### config.mk
export PLATFORM = sky130hd
export DESIGN_NAME = quad_wiper_register_bank
export DESIGN_NICKNAME = d
export VERILOG_FILES = /design/src/common/wiper_pkg.sv /design/src/rtl/quad_wiper_register_bank.sv /design/src/rtl/wiper_tap_decoder.sv
export SDC_FILE = /design/constraint.sdc
export NUM_CORES = 1
export LEC_CHECK = 0
export ABC_CLOCK_PERIOD_IN_PS = 1700
export BUFFER_PORTS_ARGS = -buffer_cell sky130_fd_sc_hd__buf_2
export CAP_MARGIN = 0
export CORE_AREA = 3 3 422 424
export DETAILED_ROUTE_END_ITERATION = 10
export DIE_AREA = 0 0 425 427
export PLACE_DENSITY_LB_ADDON = 0.15
export SLEW_MARGIN = 20
export SYNTH_ARGS = -nofsm -noshare
export SYNTH_HDL_FRONTEND = slang
export SYNTH_HIERARCHICAL = 1
export SYNTH_SLANG_ARGS = --single-unit
export TNS_END_PERCENT = 50
### constraint.sdc
create_clock -name i_mclk -period 1.7 [get_ports i_mclk]
set_input_delay 0.17 -clock i_mclk [delete_from_list [all_inputs] [get_ports i_mclk]]
set_output_delay 0.17 -clock i_mclk [all_outputs]
set_load 0.1 [all_outputs]
### src/common/wiper_pkg.sv
/*
 Constants and types shared by the four-wiper register bank and its decoder.
 Assumes a single 200 MHz clock and an asynchronous active-low reset.
*/
package wiper_pkg;
   localparam int        NUM_WIPERS       = 4;
   localparam int        WIPER_W          = 8;
   localparam int        ADDR_W           = 2;
   localparam logic [7:0] WIPER_RESET     = 8'h80;
   localparam logic [7:0] ADDR_WIPER_0    = 8'h00;
   localparam logic [7:0] ADDR_WIPER_LAST = 8'h03;
   localparam logic [3:0] ID_TYPE_CODE    = 4'hA; // Arbitrary value
   localparam int        ID_TYPE_MSB      = 7;
   localparam int        ID_TYPE_LSB      = 4;
   localparam int        ID_SEL_MSB       = 3;
   localparam int        ID_SEL_LSB       = 1;
   localparam int        ID_RW_BIT        = 0;
   localparam int        TAPS             = 256;

   typedef struct packed {
      logic       write_stb;
      logic       read_stb;
      logic [7:0] addr;
      logic [7:0] wdata;
   } reg_req_t;

   typedef struct packed {
      logic       id_valid;
      logic       id_read;
   } id_chk_t;
endpackage : wiper_pkg

### src/rtl/quad_wiper_register_bank.sv
/*
 Register bank of four 8-bit wiper-position registers with tap selects.
 Assumes a neighbouring serial protocol engine in the same clock domain
 delivers identification bytes, address, data and one-cycle strobes.
*/
// How it works
// - Each potentiometer has an 8-bit volatile register that alone picks its tap.
// - The four registers are separate, so writing one never moves another wiper.
// - Code 00h puts the wiper at the tap next to the low terminal.
// - Code FFh puts the wiper at the tap next to the high terminal.
// - Each step up in code moves the wiper one tap toward the high terminal.
// - After reset all four registers hold mid-scale 80h.
// - The serial engine can read and write every register.
// - Addresses 00h to 03h select registers 0 to 3.
// - A write is identification, address, one data byte, then stop.
// - Reads start a pointer at the address, advance per byte, wrap 03h to 00h.
// - Reading goes on while the host acknowledges each byte.
// - Only an identification byte with the type code and matching select pins sets o_id_match; register requests ignore it.
`timescale 1ns/1ps
module quad_wiper_register_bank
   import wiper_pkg::*;
(
   input  wire logic                       i_mclk,
   input  wire logic                       i_rstn,
   input  wire logic [2:0]                 i_address_select_pins,
   input  wire logic [7:0]                 i_id_byte,
   input  wire logic                       i_id_stb,
   input  wire reg_req_t                   i_req,
   input  wire logic                       i_host_ack,
   output logic                            o_id_match,
   output logic                            o_id_read,
   output logic                            o_addr_ok,
   output logic [7:0]                      o_rdata,
   output logic [NUM_WIPERS*WIPER_W-1:0]   o_wiper_codes,
   output logic [NUM_WIPERS*TAPS-1:0]      o_wiper_taps
);
   logic [WIPER_W-1:0]         wiper_code [NUM_WIPERS];
   logic [NUM_WIPERS-1:0]      wr_en;
   logic [ADDR_W-1:0]          ptr_reg;
   logic [ADDR_W-1:0]          ptr_next;
   logic [ADDR_W-1:0]          ptr_step;
   logic [7:0]                 rdata_reg;
   logic [7:0]                 rdata_next;
   id_chk_t                    id_reg;
   id_chk_t                    id_next;
   logic                       addr_ok_reg;
   logic                       addr_ok_next;
   logic [2:0]                 sel_s1;
   logic [2:0]                 sel_s2;
   logic [2:0]                 sel_s3;
   logic [2:0]                 sel_reg;
   logic [2:0]                 sel_next;
   logic [NUM_WIPERS*TAPS-1:0] taps_comb;
   logic [NUM_WIPERS*TAPS-1:0] taps_next;
   logic [NUM_WIPERS*TAPS-1:0] taps_reg;

   // Address byte inside the register map
   function automatic logic addr_in_map(input logic [7:0] a);
      addr_in_map = (a >= ADDR_WIPER_0) && (a <= ADDR_WIPER_LAST);
   endfunction : addr_in_map

   // Register index in the low address bits
   function automatic logic [ADDR_W-1:0] reg_index(input logic [7:0] a);
      reg_index = a[ADDR_W-1:0];
   endfunction : reg_index

   // Write strobe aimed at wiper k
   function automatic logic write_hits(input reg_req_t r, input int k);
      write_hits = r.write_stb && addr_in_map(r.addr)
                && (reg_index(r.addr) == ADDR_W'(k));
   endfunction : write_hits

   // Type code and select pins both match
   function automatic logic id_accepts(input logic [7:0] b, input logic [2:0] s);
      id_accepts = (b[ID_TYPE_MSB:ID_TYPE_LSB] == ID_TYPE_CODE)
                && (b[ID_SEL_MSB:ID_SEL_LSB] == s);
   endfunction : id_accepts

   // Pointer steps by one, last register rolls over to the first
   function automatic logic [ADDR_W-1:0] wrap_next(input logic [ADDR_W-1:0] p);
      wrap_next = (p == ADDR_WIPER_LAST[ADDR_W-1:0]) ? ADDR_WIPER_0[ADDR_W-1:0]
                                                      : p + ADDR_W'(1);
   endfunction : wrap_next

   // Select pins come from outside: three flops
   always_ff @(posedge i_mclk or negedge i_rstn)
   begin
      if (!i_rstn)
      begin
         sel_s1 <= 3'h0;
         sel_s2 <= 3'h0;
         sel_s3 <= 3'h0;
      end
      else
      begin
         sel_s1 <= i_address_select_pins;
         sel_s2 <= sel_s1;
         sel_s3 <= sel_s2;
      end
   end

   // Pin value counts once second and third flops agree
   always_comb
   begin
      sel_next = sel_reg;
      if (sel_s2 == sel_s3)
      begin
         sel_next = sel_s3;
      end
   end

   always_ff @(posedge i_mclk or negedge i_rstn)
   begin
      if (!i_rstn)
      begin
         sel_reg <= 3'h0;
      end
      else
      begin
         sel_reg <= sel_next;
      end
   end

   // Identification byte check
   always_comb
   begin
      id_next = id_reg;
      if (i_id_stb)
      begin
         id_next.id_valid = id_accepts(i_id_byte, sel_reg);
         id_next.id_read  = i_id_byte[ID_RW_BIT];
      end
   end

   always_ff @(posedge i_mclk or negedge i_rstn)
   begin
      if (!i_rstn)
      begin
         id_reg <= '0;
      end
      else
      begin
         id_reg <= id_next;
      end
   end

   // Write enables, one per register
   always_comb
   begin
      for (int k = 0; k < NUM_WIPERS; k++)
      begin
         wr_en[k] = write_hits(i_req, k);
      end
   end

   // One register and one tap decoder per potentiometer
   generate
      for (genvar g = 0; g < NUM_WIPERS; g++)
      begin : g_wiper
         logic [WIPER_W-1:0] code_reg;
         logic [WIPER_W-1:0] code_next;

         always_comb
         begin
            code_next = code_reg;
            if (wr_en[g])
            begin
               code_next = i_req.wdata;
            end
         end

         always_ff @(posedge i_mclk or negedge i_rstn)
         begin
            if (!i_rstn)
            begin
               code_reg <= WIPER_RESET;
            end
            else
            begin
               code_reg <= code_next;
            end
         end

         assign wiper_code[g] = code_reg;
         assign o_wiper_codes[g*WIPER_W +: WIPER_W] = code_reg;

         wiper_tap_decoder #(
            .TAP_COUNT (TAPS)
         ) u_dec (
            .i_code (code_reg),
            .o_taps (taps_comb[g*TAPS +: TAPS])
         );
      end
   endgenerate

   // Read pointer; write beats read beats ack
   always_comb
   begin
      ptr_step = wrap_next(ptr_reg);
      ptr_next = ptr_reg;
      if (i_req.write_stb)
      begin
         ptr_next = ptr_reg;
      end
      else if (i_req.read_stb)
      begin
         ptr_next = reg_index(i_req.addr);
      end
      else if (i_host_ack)
      begin
         ptr_next = ptr_step;
      end
   end

   always_ff @(posedge i_mclk or negedge i_rstn)
   begin
      if (!i_rstn)
      begin
         ptr_reg <= '0;
      end
      else
      begin
         ptr_reg <= ptr_next;
      end
   end

   // Byte to shift out follows the pointer
   always_comb
   begin
      rdata_next = rdata_reg;
      if (i_req.write_stb)
      begin
         rdata_next = rdata_reg;
      end
      else if (i_req.read_stb)
      begin
         rdata_next = wiper_code[reg_index(i_req.addr)];
      end
      else if (i_host_ack)
      begin
         rdata_next = wiper_code[ptr_step];
      end
   end

   always_ff @(posedge i_mclk or negedge i_rstn)
   begin
      if (!i_rstn)
      begin
         rdata_reg <= 8'h00;
      end
      else
      begin
         rdata_reg <= rdata_next;
      end
   end

   // Address flag follows every register request
   always_comb
   begin
      addr_ok_next = addr_ok_reg;
      if (i_req.write_stb || i_req.read_stb)
      begin
         addr_ok_next = addr_in_map(i_req.addr);
      end
   end

   always_ff @(posedge i_mclk or negedge i_rstn)
   begin
      if (!i_rstn)
      begin
         addr_ok_reg <= 1'b0;
      end
      else
      begin
         addr_ok_reg <= addr_ok_next;
      end
   end

   // Tap selects registered, one cycle behind the code
   always_comb
   begin
      taps_next = taps_comb;
   end

   always_ff @(posedge i_mclk or negedge i_rstn)
   begin
      if (!i_rstn)
      begin
         taps_reg <= '0;
      end
      else
      begin
         taps_reg <= taps_next;
      end
   end

   // Outputs straight from flops
   assign o_wiper_taps = taps_reg;
   assign o_rdata      = rdata_reg;
   assign o_id_match   = id_reg.id_valid;
   assign o_id_read    = id_reg.id_read;
   assign o_addr_ok    = addr_ok_reg;
endmodule : quad_wiper_register_bank

### src/rtl/wiper_tap_decoder.sv
/*
 One-hot tap decoder for a single potentiometer.
 Assumes the wiper code is registered by the caller.
*/
`timescale 1ns/1ps
module wiper_tap_decoder
   import wiper_pkg::*;
#(
   parameter int TAP_COUNT = TAPS
)(
   input  wire logic [WIPER_W-1:0]   i_code,
   output logic      [TAP_COUNT-1:0] o_taps
);
   // Code 00h at low terminal, FFh at high terminal, one tap per step
   always_comb
   begin
      o_taps = '0;
      o_taps[i_code] = 1'b1;
   end
endmodule : wiper_tap_decoder

== After elaboration in Yosys (flattened, before gate mapping) ==
Cells that the tools add are included.
Word-level totals
  flip-flop bits (word level): 1081
  input bits: 33
Operators by class
  add/subtract/negate cells: 1
  $lt $le $gt $ge: 12
  equality and inequality tests: 7
  muxes and demuxes: 19
  bitwise gates (word level): 3
  reductions and logical operators: 15
Operators by type and width (count)
  $mux 8: 6
  $ge 8x1->1 const B: 5
  $lt 8x9->1 const B: 4
  $bmux 8 s2: 2
  $demux 1 s8: 4
  $logic_and 1x1->1: 11
  $le 8x2->1 const B: 1
  $eq 2x2->1 const B: 3
  $eq 3x3->1: 2
  $ge 3x3->1 const B: 2
  $mux 2: 3
  $not 2->3: 2
  $eq 4x4->1 const B: 1
  $mux 1: 4
  $add 2x1->2 const B: 1
  $eq 2x1->1 const B: 1
  $logic_not 2->1: 1
  $reduce_and 2->1: 1
  $reduce_bool 2->1: 1
  $logic_or 1x1->1: 1
  $not 1->1: 1

== Longest topological paths before layout ==
Gate-level depths: netlist of run 1.
  depth in word-level cells: 8
  depth in mapped cells: 7

== By module ==
Netlist of run 1, hierarchy kept.
By module, submodules not included
  quad_wiper_register_bank: times used 1, cells an instance 1217, area each 28290.9 µm², sequential area each 27055.9 µm²
  wiper_tap_decoder (g_wiper[0].u_dec ...): times used 3, cells an instance 350, area each 1677.9 µm², sequential area each 0.0 µm²
  wiper_tap_decoder (g_wiper[3].u_dec): times used 1, cells an instance 350, area each 1672.9 µm², sequential area each 0.0 µm²

== Worst setup path before layout of run 1 ==
Ideal clock, no wire load.
  path type: register -> register
  from: reg g_wiper[2].code_reg[2]
  to: reg taps_reg[697], in the netlist o_wiper_taps[697]
  arrival time: 2.018 ns
  slack: -0.449 ns
  stages on the path, launching flop included: 6
  clock period less this slack: 2.149 ns
  cell sequence: dfrtp_1 buf_2 nand4bb_1 clkbuf_1 buf_2 nor2_1
Between the ends
  word-level cells in the longest chain between the ends: 4
  elaborated cells between the ends (all ways): 5
Ends and longest elaborated chain
  start, declared: RTL line quad_wiper_register_bank.sv:160  | logic [WIPER_W-1:0] code_reg;
  start signal, assigned: RTL line quad_wiper_register_bank.sv:180  | code_reg <= code_next;
  $lt 8x9->1 (implied by the code) or $ge 8x1->1 (tied branches): RTL line wiper_tap_decoder.sv:18  | o_taps[i_code] = 1'b1;
  $logic_and 1x1->1 (implied by the code): RTL line wiper_tap_decoder.sv:18
  $mux 1 (implied by the code): RTL line wiper_tap_decoder.sv:18
  $demux 1 s8 (*)
  via taps_comb[697]: RTL line quad_wiper_register_bank.sv:53  | logic [NUM_WIPERS*TAPS-1:0] taps_comb;
  end signal, assigned: RTL line quad_wiper_register_bank.sv:293  | taps_reg <= taps_next;
  end, declared: RTL line quad_wiper_register_bank.sv:55  | logic [NUM_WIPERS*TAPS-1:0] taps_reg;
Mark *: on every way through the listed nets, which the timed path passes. The rest lies on a longest branch.
A chain may end at the register's enable or synchronous reset.

== Final worst setup path of run 1 ==
  from: reg g_wiper[0].code_reg[7]
  to: out o_wiper_codes[7]
RTL lines
  start, declared: RTL line quad_wiper_register_bank.sv:160
  start signal, assigned: RTL line quad_wiper_register_bank.sv:180
  end, declared: RTL line quad_wiper_register_bank.sv:34  | output logic [NUM_WIPERS*WIPER_W-1:0] o_wiper_codes,
No word-level cell between the ends.

==> run_results.csv, run 1 <==
group,metric,value,unit
worst_setup_path,reg2reg_slack,-0.07,ns
cts,cts-root-buf,"clkbuf_16",
worst_hold_path,min_from,"i_address_select_pins[2]",
worst_setup_path,critical_path_class,"flip-flop to output port",
power,pwr-share-seq,0.451,
sta,period_minus_slack,1.89,ns
synth,syn_area_per_cell,13.4,um^2
final_layout,largest_reg_flops,1024,
worst_setup_path,worst_path_max_delay_cell,"dfstp_4",
cts,clkLatencyLatePin,0.77,ns
synth,synth_top_area_share,0.770,
synth,syn_area,35000,um^2
worst_setup_path,cp_max_fo,4,
route,drt_first_pass_iters,4,
power,p_int,43.5,mW
cts,path_clk_slew,0.06,ns
worst_setup_path,reg2reg_depth,5,
final_layout,antenna_cells,0,
power,p_switching,14.4,mW
placed_design,pre_cts_slack,-0.114,ns
grt,antenna_found_initial,5,
cts,htree_levels,3,
placed_design,dp.cells,6036,
synth,ys_seq_area_frac,0.773,
cts,cts_max_path_buffers,3,
sta,maxSlewHeadroom,0.607,
route,drtIter0Drc,1283,
route,drc,0,
sta,worst_slack,-0.185,ns
cts,cts_buffers,121,
floorplan,die_h,427,um
placed_design,post-dp-hpwl,111,mm
worst_setup_path,reg2reg_to,"o_wiper_taps[79]",
power,p_clk_frac,0.470,
final_layout,utilization,0.310,
floorplan,ioPinCount,1100,
final_layout,syn_to_final_growth,54.2,%
worst_setup_path,required,1.53,ns
worst_hold_path,holdPathStages,2,
sta,min_period_over_period,1.11,
sta,rsz0062_at_grt,"true",
synth,netlist_instances,2617,
worst_setup_path,crit_path_cell_trace,"buf_8, buf_12",
final_layout,layoutNonFillerInstCount,6383,
worst_setup_path,critPathLaunchType,"flip-flop",
synth,yosysTopAreaCell,"dfrtp_1",
placed_design,io_buffers,1099,
floorplan,rows,153,
worst_setup_path,critPathMaxStageDelay,0.65,ns
worst_hold_path,worstHoldPathType,"input pin to flip-flop",
grt,grt_pass1_wl,217,mm
worst_setup_path,crit_arrival,1.72,ns
sta,fin_hold_ws,0.132,ns
power,p_per_area,1070,nW/um^2
sta,finalHoldViolCount,0,
worst_hold_path,holdPathEnd,"sel_s1[2]",
power,netSwitchingFraction,0.249,
sta,finalSetupViolCount,107,
cts,tritoncts,"yes",
sta,clock_skew,0.0357,ns
synth,yosys_warnings,6,
power,p_leak,26.7,nW
final_layout,nets,3993,
worst_setup_path,path_buf_inv,2,
worst_setup_path,path_delay_family,"flip-flops",
route,wl_per_cell,25.4,um
grt,first_global_vias,26000,
route,wl,162,mm
synth,ys_ff_latch,1081,
sta,final_max_slew_viol_count,0,
floorplan,die_area,181000,um^2
synth,syn-num-nets,2651,
sta,worst_pin_slew,0.589,ns
floorplan,die_x,425,um
route,ant_nets,0,
job,drv_cap,0,
status,run_status,"finished with violations",
synth,ys_types,41,
power,combPwrFrac,0.079,
cts,clock-sinks,1081,
route,vias,24700,
floorplan,start_util,0.201,
status,violations,"setup timing",
power,peakVddDrop,0.000825,V
grt,gr-total-overflow,0,
sta,timing.fmax,530,MHz
route,viasPerCell,3.87,
placed_design,gp_congestion,0.765,
grt,track_usage,0.170,
synth,synth_area_leaders,"dfrtp_1 (77%), nor2_1 (10%), nand4bb_1 (1.5%)",
floorplan,core_area,174000,um^2
worst_setup_path,cp-end-kind,"output port",
final_layout,layout-drive-gt1-share,0.467,
power,total_power,57.9,mW
grt,grt_max_degree,96,
worst_setup_path,r2r-start,"g_wiper[0].code_reg[5]",
==> Yosys cell counts, drive strengths merged <==
| cell type | instances |
|---|---|
| nor4 | 2 |
| nand3 | 1 |
| clkbuf | 113 |
| o21ai | 2 |
| mux2i | 8 |
| nand2 | 16 |
| xnor2 | 3 |
| ha | 1 |
| xor2 | 3 |
| o22ai | 5 |
| or2 | 1 |
| or4 | 8 |
| nand4b | 32 |
| nand4bb | 48 |
| and3 | 1 |
| buf | 143 |
| inv | 1 |
| nor2b | 1 |
| mux4 | 11 |
| dfrtp | 1077 |
| nand3b | 2 |
| a21oi | 13 |
| a32o | 5 |
| o21ba | 1 |
| o31a | 1 |
| mux2 | 35 |
| nor2 | 1038 |
| nand4 | 9 |
| dfstp | 4 |
| or4b | 32 |
==> worst max path at each step <==
| stage | endpoint | startpoint | cells past startpoint | slack, ns |
|---|---|---|---|---|
| 6_report | o_wiper_codes[7] | g_wiper[0].code_reg[7] | 2 | -0.19 |
| 5_1_grt | o_wiper_codes[23] | g_wiper[2].code_reg[7] | 2 | -0.28 |
| 4_1_cts | o_wiper_codes[23] | g_wiper[2].code_reg[7] | 2 | -0.33 |
| 3_5_place_dp | o_rdata[5] | ptr_reg[0] | 5 | -0.11 |
| 3_3_place_gp | o_rdata[5] | ptr_reg[0] | 5 | -0.18 |
| 2_1_floorplan | o_wiper_taps[781] | g_wiper[3].code_reg[5] | 5 | -0.05 |
==> stage by stage <==
step | setup TNS, ns | instance area (um^2)
CTS | -55.17 | 52300
detailed placement | -1.59 | 45200
global route | -25.62 | 54000
global placement | -2.89 | 45200
finish | -3.75 | 54000
floorplan | -2.61 | 35300
==> cell families after synthesis <==
kind of cell,count (synthesis),share of synthesized area
DFF,1081,0.773
buffers and inverters,257,0.0404
AOI/OAI and AO/OA,27,0.00501
xor gates and xnor gates,6,0.00150
muxes,54,0.0210
and+or+nand+nor,1191,0.159
adders and majority gates,1,0.000357
==> area by class of cell <==
cell class	count	area [um^2]
fillers	17900	120000
flip-flops and latches	1081	27200
repair buffers	1473	12800
multi-input cells	1281	6910
clock buffers	180	3590
well taps	2325	2910
clock inverters	42	552
inverters	1	3.75
==> power by group through the flow <==
stage | registers, mW | logic [mW] | clock network (mW)
3_3_place_gp | 26.7 | 3.82 | 0
3_5_place_dp | 26.7 | 3.81 | 0
2_1_floorplan | 27.6 | 1.11 | 0
6_report | 26.1 | 4.56 | 27.2
4_1_cts | 26.2 | 4.37 | 28.1
5_1_grt | 26.2 | 4.86 | 29.0
==> worst register-to-register path: stages (launching register included) <==
cell and delay [ns]:
dfrtp_4 0.54, buf_6 0.15, buf_8 0.12, or4b_4 0.59
clkbuf_16 0.20, nor2_1 0.10
==> layout by cell type, fill, tap and decap left out, types with 3 or more instances in the layout <==
cell type,count
dfrtp_1,1044
nor2_1,915
buf_4,693
clkbuf_4,308
buf_2,202
clkbuf_16,131
buf_12,129
buf_6,98
nor2_2,96
nand4bb_1,43
clkbuf_8,32
nand4b_1,32
mux2_2,31
dfrtp_4,28
nor2_4,27
clkbuf_1,26
or4b_4,26
dlygate4sd3_1,24
nand2_1,15
clkinv_2,14
a21oi_1,13
mux4_2,10
bufinv_16,10
or4_4,10
nand4_1,9
buf_8,9
mux2i_1,8
clkinvlp_4,7
or4b_1,6
a32o_1,5
o22ai_1,5
inv_6,5
dfrtp_2,5
mux2_1,4
dfstp_4,4
nand4bb_2,4
xor2_1,3
xnor2_1,3
==> repair_timing <==
item                                     CTS  global route
resized for setup                        755           451
endpoints found under the hold margin   1124             0
buffers inserted                          72            20
gates cloned                               0            12
endpoints found under the setup margin  1090           959
pin swaps                                  8            23
hold buffers                              24             0
==> routing by layer <==
layer  vias to the layer above  track usage  wire length, um
li1                      10900            -                -
met1                     12900        0.193            62700
met2                       758        0.306            84600
met3                       192       0.0454             9750
met4                         0       0.0587             4940
met5                         -            0                0
Power figures use the tool's default switching activity.
==> inputs of run 2 (changes only) <==
- ABC_AREA: not set -> 1
- CORE_AREA: 3 3 422 424 -> 3 3 433 435
- DIE_AREA: 0 0 425 427 -> 0 0 436 438
==> run 2 against run 1 <==
  * The run still ends with setup timing left
  * Critical path depth unchanged
  * Sequential cell count unchanged
  * Clock-buffer cell count up 2
  * Clock skew fell by 0.0028 ns
  * First-iteration DRC count increased by 1.5%
  * Highest routed layer unchanged
  * Register-to-register slack better by 0.18 ns
==> run_results.csv, run 2 <==
group,metric,value,unit
synth,syn_area,34000,um^2
final_layout,nets,4246,
power,total_power,59.1,mW
placed_design,post_dp_cell_area,45100,um^2
floorplan,rows,157,
route,drc,0,
final_layout,fillerInstances,19100,
worst_setup_path,critical_path_class,"flip-flop to output port",
floorplan,start_util,0.185,
sta,worst_pin_slew,0.454,ns
worst_setup_path,cp-end-kind,"output port",
cts,cts-root-buf,"clkbuf_16",
placed_design,io_buffers,1099,
sta,clock_skew,0.0329,ns
synth,yosysMostFrequentCell,"nor2_1",
floorplan,ioPinCount,1100,
cts,tritoncts,"yes",
worst_setup_path,required,1.53,ns
power,pwr-share-seq,0.442,
sta,period_minus_slack,1.77,ns
sta,worst_slack,-0.0730,ns
power,combPwrFrac,0.070,
power,netSwitchingFraction,0.249,
status,run_status,"finished with violations",
route,wl_per_cell,24.1,um
cts,clkLatencyLatePin,0.77,ns
floorplan,core_area,183000,um^2
route,wl,163,mm
cts,htree_levels,4,
synth,synth_edf_count,0,
power,p_per_area,1110,nW/um^2
route,drtIter0Drc,1302,
worst_setup_path,cp_max_fo,2,
worst_setup_path,worst_path_max_delay_cell,"dfstp_2",
route,drt_first_pass_iters,5,
worst_setup_path,path_buf_inv,2,
grt,gr-total-overflow,0,
synth,netlist_instances,2805,
synth,yosysTopAreaCell,"dfrtp_1",
synth,yosys_warnings,6,
power,p_switching,14.7,mW
sta,maxSlewHeadroom,0.697,
floorplan,die_x,436,um
worst_setup_path,critPathMaxStageDelay,0.55,ns
grt,grt_max_degree,78,
job,drv_cap,0,
synth,ys_types,21,
cts,cts_max_path_buffers,3,
sta,fin_hold_ws,0.0161,ns
synth,ys_seq_area_frac,0.795,
worst_setup_path,crit_arrival,1.60,ns
route,ant_nets,0,
sta,min_period_over_period,1.04,
floorplan,die_area,191000,um^2
final_layout,layout-drive-gt1-share,0.384,
synth,ys_top_cells_by_count,"nor2_1 (1105), dfrtp_1 (1077), nand2_1 (311)",
grt,grt_pass1_wl,224,mm
final_layout,largest_reg_flops,1024,
final_layout,syn_to_final_growth,56.4,%
route,vias,25300,
worst_setup_path,critPathLaunchType,"flip-flop",
sta,finalSetupViolCount,4,
power,p_leak,26.8,nW
cts,cts_buffers,131,
sta,rsz0062_at_grt,"true",
synth,syn-num-nets,2839,
sta,final_max_slew_viol_count,0,
placed_design,gp_congestion,0.798,
cts,clock-sinks,1081,
cts,path_clk_slew,0.06,ns
power,peakVddDrop,0.000831,V
synth,syn_area_per_cell,12.1,um^2
power,p_int,44.4,mW
sta,timing.fmax,564,MHz
synth,synth_area_leaders,"dfrtp_1 (79%), nor2_1 (12%), nand2_1 (3.4%)",
grt,track_usage,0.167,
worst_hold_path,worstHoldPathType,"input pin to flip-flop",
synth,ys_ff_latch,1081,
final_layout,design_area,53200,um^2
route,viasPerCell,3.74,
worst_setup_path,path_delay_family,"flip-flops",
grt,antenna_found_initial,12,
synth,async_flop_share,1.00,
worst_setup_path,crit_path_cell_trace,"buf_8, buf_12",
final_layout,final_cell_mix,"nor2_1 (1094), dfrtp_1 (1041), buf_4 (772), clkbuf_4 (434), nand2_1 (307)",
synth,synth-main-ff-cell,"dfrtp_1",
placed_design,post-dp-hpwl,119,mm
status,violations,"setup timing",
grt,first_global_vias,26900,
power,p_clk_frac,0.488,
final_layout,mostFrequentLayoutCell,"nor2_1",
synth,synth_top_area_share,0.792,
sta,finalHoldViolCount,0,
floorplan,die_h,438,um
==> run 2: kinds of logic after synthesis <==
| family | after synthesis | share of synthesized area |
|---|---|---|
| XOR/XNOR | 4 | 0.00103 |
| AO/OA/AOI/OAI | 16 | 0.00235 |
| multiplexers | 1 | 0.000331 |
| buffers and inverters | 216 | 0.0324 |
| AND/OR/NAND/NOR | 1486 | 0.168 |
| adder cells (fa/ha/maj) | 1 | 0.000368 |
| flip-flops | 1081 | 0.795 |
==> run 2: path summary, 6_finish.rpt <==
check | start | endpoint | slack, ns | cells past startpoint
min in group asynchronous | i_rstn | o_wiper_taps[239] | 0.16 | 3
max in group asynchronous | i_rstn | o_wiper_taps[63] | 0.78 | 3
setup / recovery | g_wiper[2].code_reg[7] | o_wiper_codes[23] | -0.07 | 2
hold / removal | i_req[14] | g_wiper[1].code_reg[4] | 0.02 | 7
setup reg to reg | g_wiper[2].code_reg[3] | o_wiper_taps[677] | 0.11 | 6
hold reg to reg | sel_s1[2] | sel_s2[2] | 0.35 | 0
==> run 2: timing repair <==
| action | in CTS | in global routing |
|---|---|---|
| gates resized for setup | 711 | 452 |
| hold buffers | 32 | 0 |
| endpoints found under the setup margin | 1067 | 591 |
| gates cloned | 0 | 0 |
| setup buffers | 47 | 0 |
| hold endpoints to repair | 1127 | 0 |
==> run 2: power by group through the flow <==
| stage | Clock [mW] | Sequential [mW] | Combinational [mW] |
|---|---|---|---|
| after floorplan | 0 | 27.6 | 0.809 |
| after global placement | 0 | 26.6 | 3.92 |
| after detailed placement | 0 | 26.6 | 3.91 |
| after CTS | 29.8 | 26.1 | 4.27 |
| after global routing | 30.8 | 26.1 | 4.47 |
| final | 28.9 | 26.1 | 4.15 |
==> run 2: cell type report <==
class | instances | area [um^2] | area share
Clock inverter | 48 | 658 | 0.0124
Sequential cell | 1081 | 27100 | 0.510
Inverter | 69 | 259 | 0.00487
Tap cell | 2464 | 3080 | 0.0579
Multi-Input combinational cell | 1508 | 5910 | 0.111
Timing Repair Buffer | 1421 | 12400 | 0.233
Clock buffer | 182 | 3770 | 0.0709
Antenna cell | 6 | 15.0 | 0.000282
==> run 2: per-layer routing <==
layer	vias to the layer above	GRT usage	wire (um)
li1	11300	-	-
met1	13000	0.185	61600
met2	765	0.310	88400
met3	202	0.0430	8730
met4	0	0.0494	4750
met5	-	0	0
==> run 2: tightest hold or removal path, cell delays in order <==
cell and delay (ns):
buf_2 0.07, nor2_1 0.03, nand2_1 0.09, nor3_4 0.07, buf_12 0.15, nand4_1 0.09
nand2_1 0.05
==> run 2: stage by stage <==
step / TNS (ns) / std cells / setup WS, ns / util
CTS: -27.38 / 6775 / -0.183 / 0.284
detailed placement: 0 / 6473 / 0.0784 / 0.246
finish: -0.168 / 6779 / -0.0730 / 0.290
global placement: 0 / 6473 / 0.0170 / 0.246
floorplan: 0 / 2805 / 0.0460 / -
global route: -1.09 / 6776 / -0.167 / 0.290
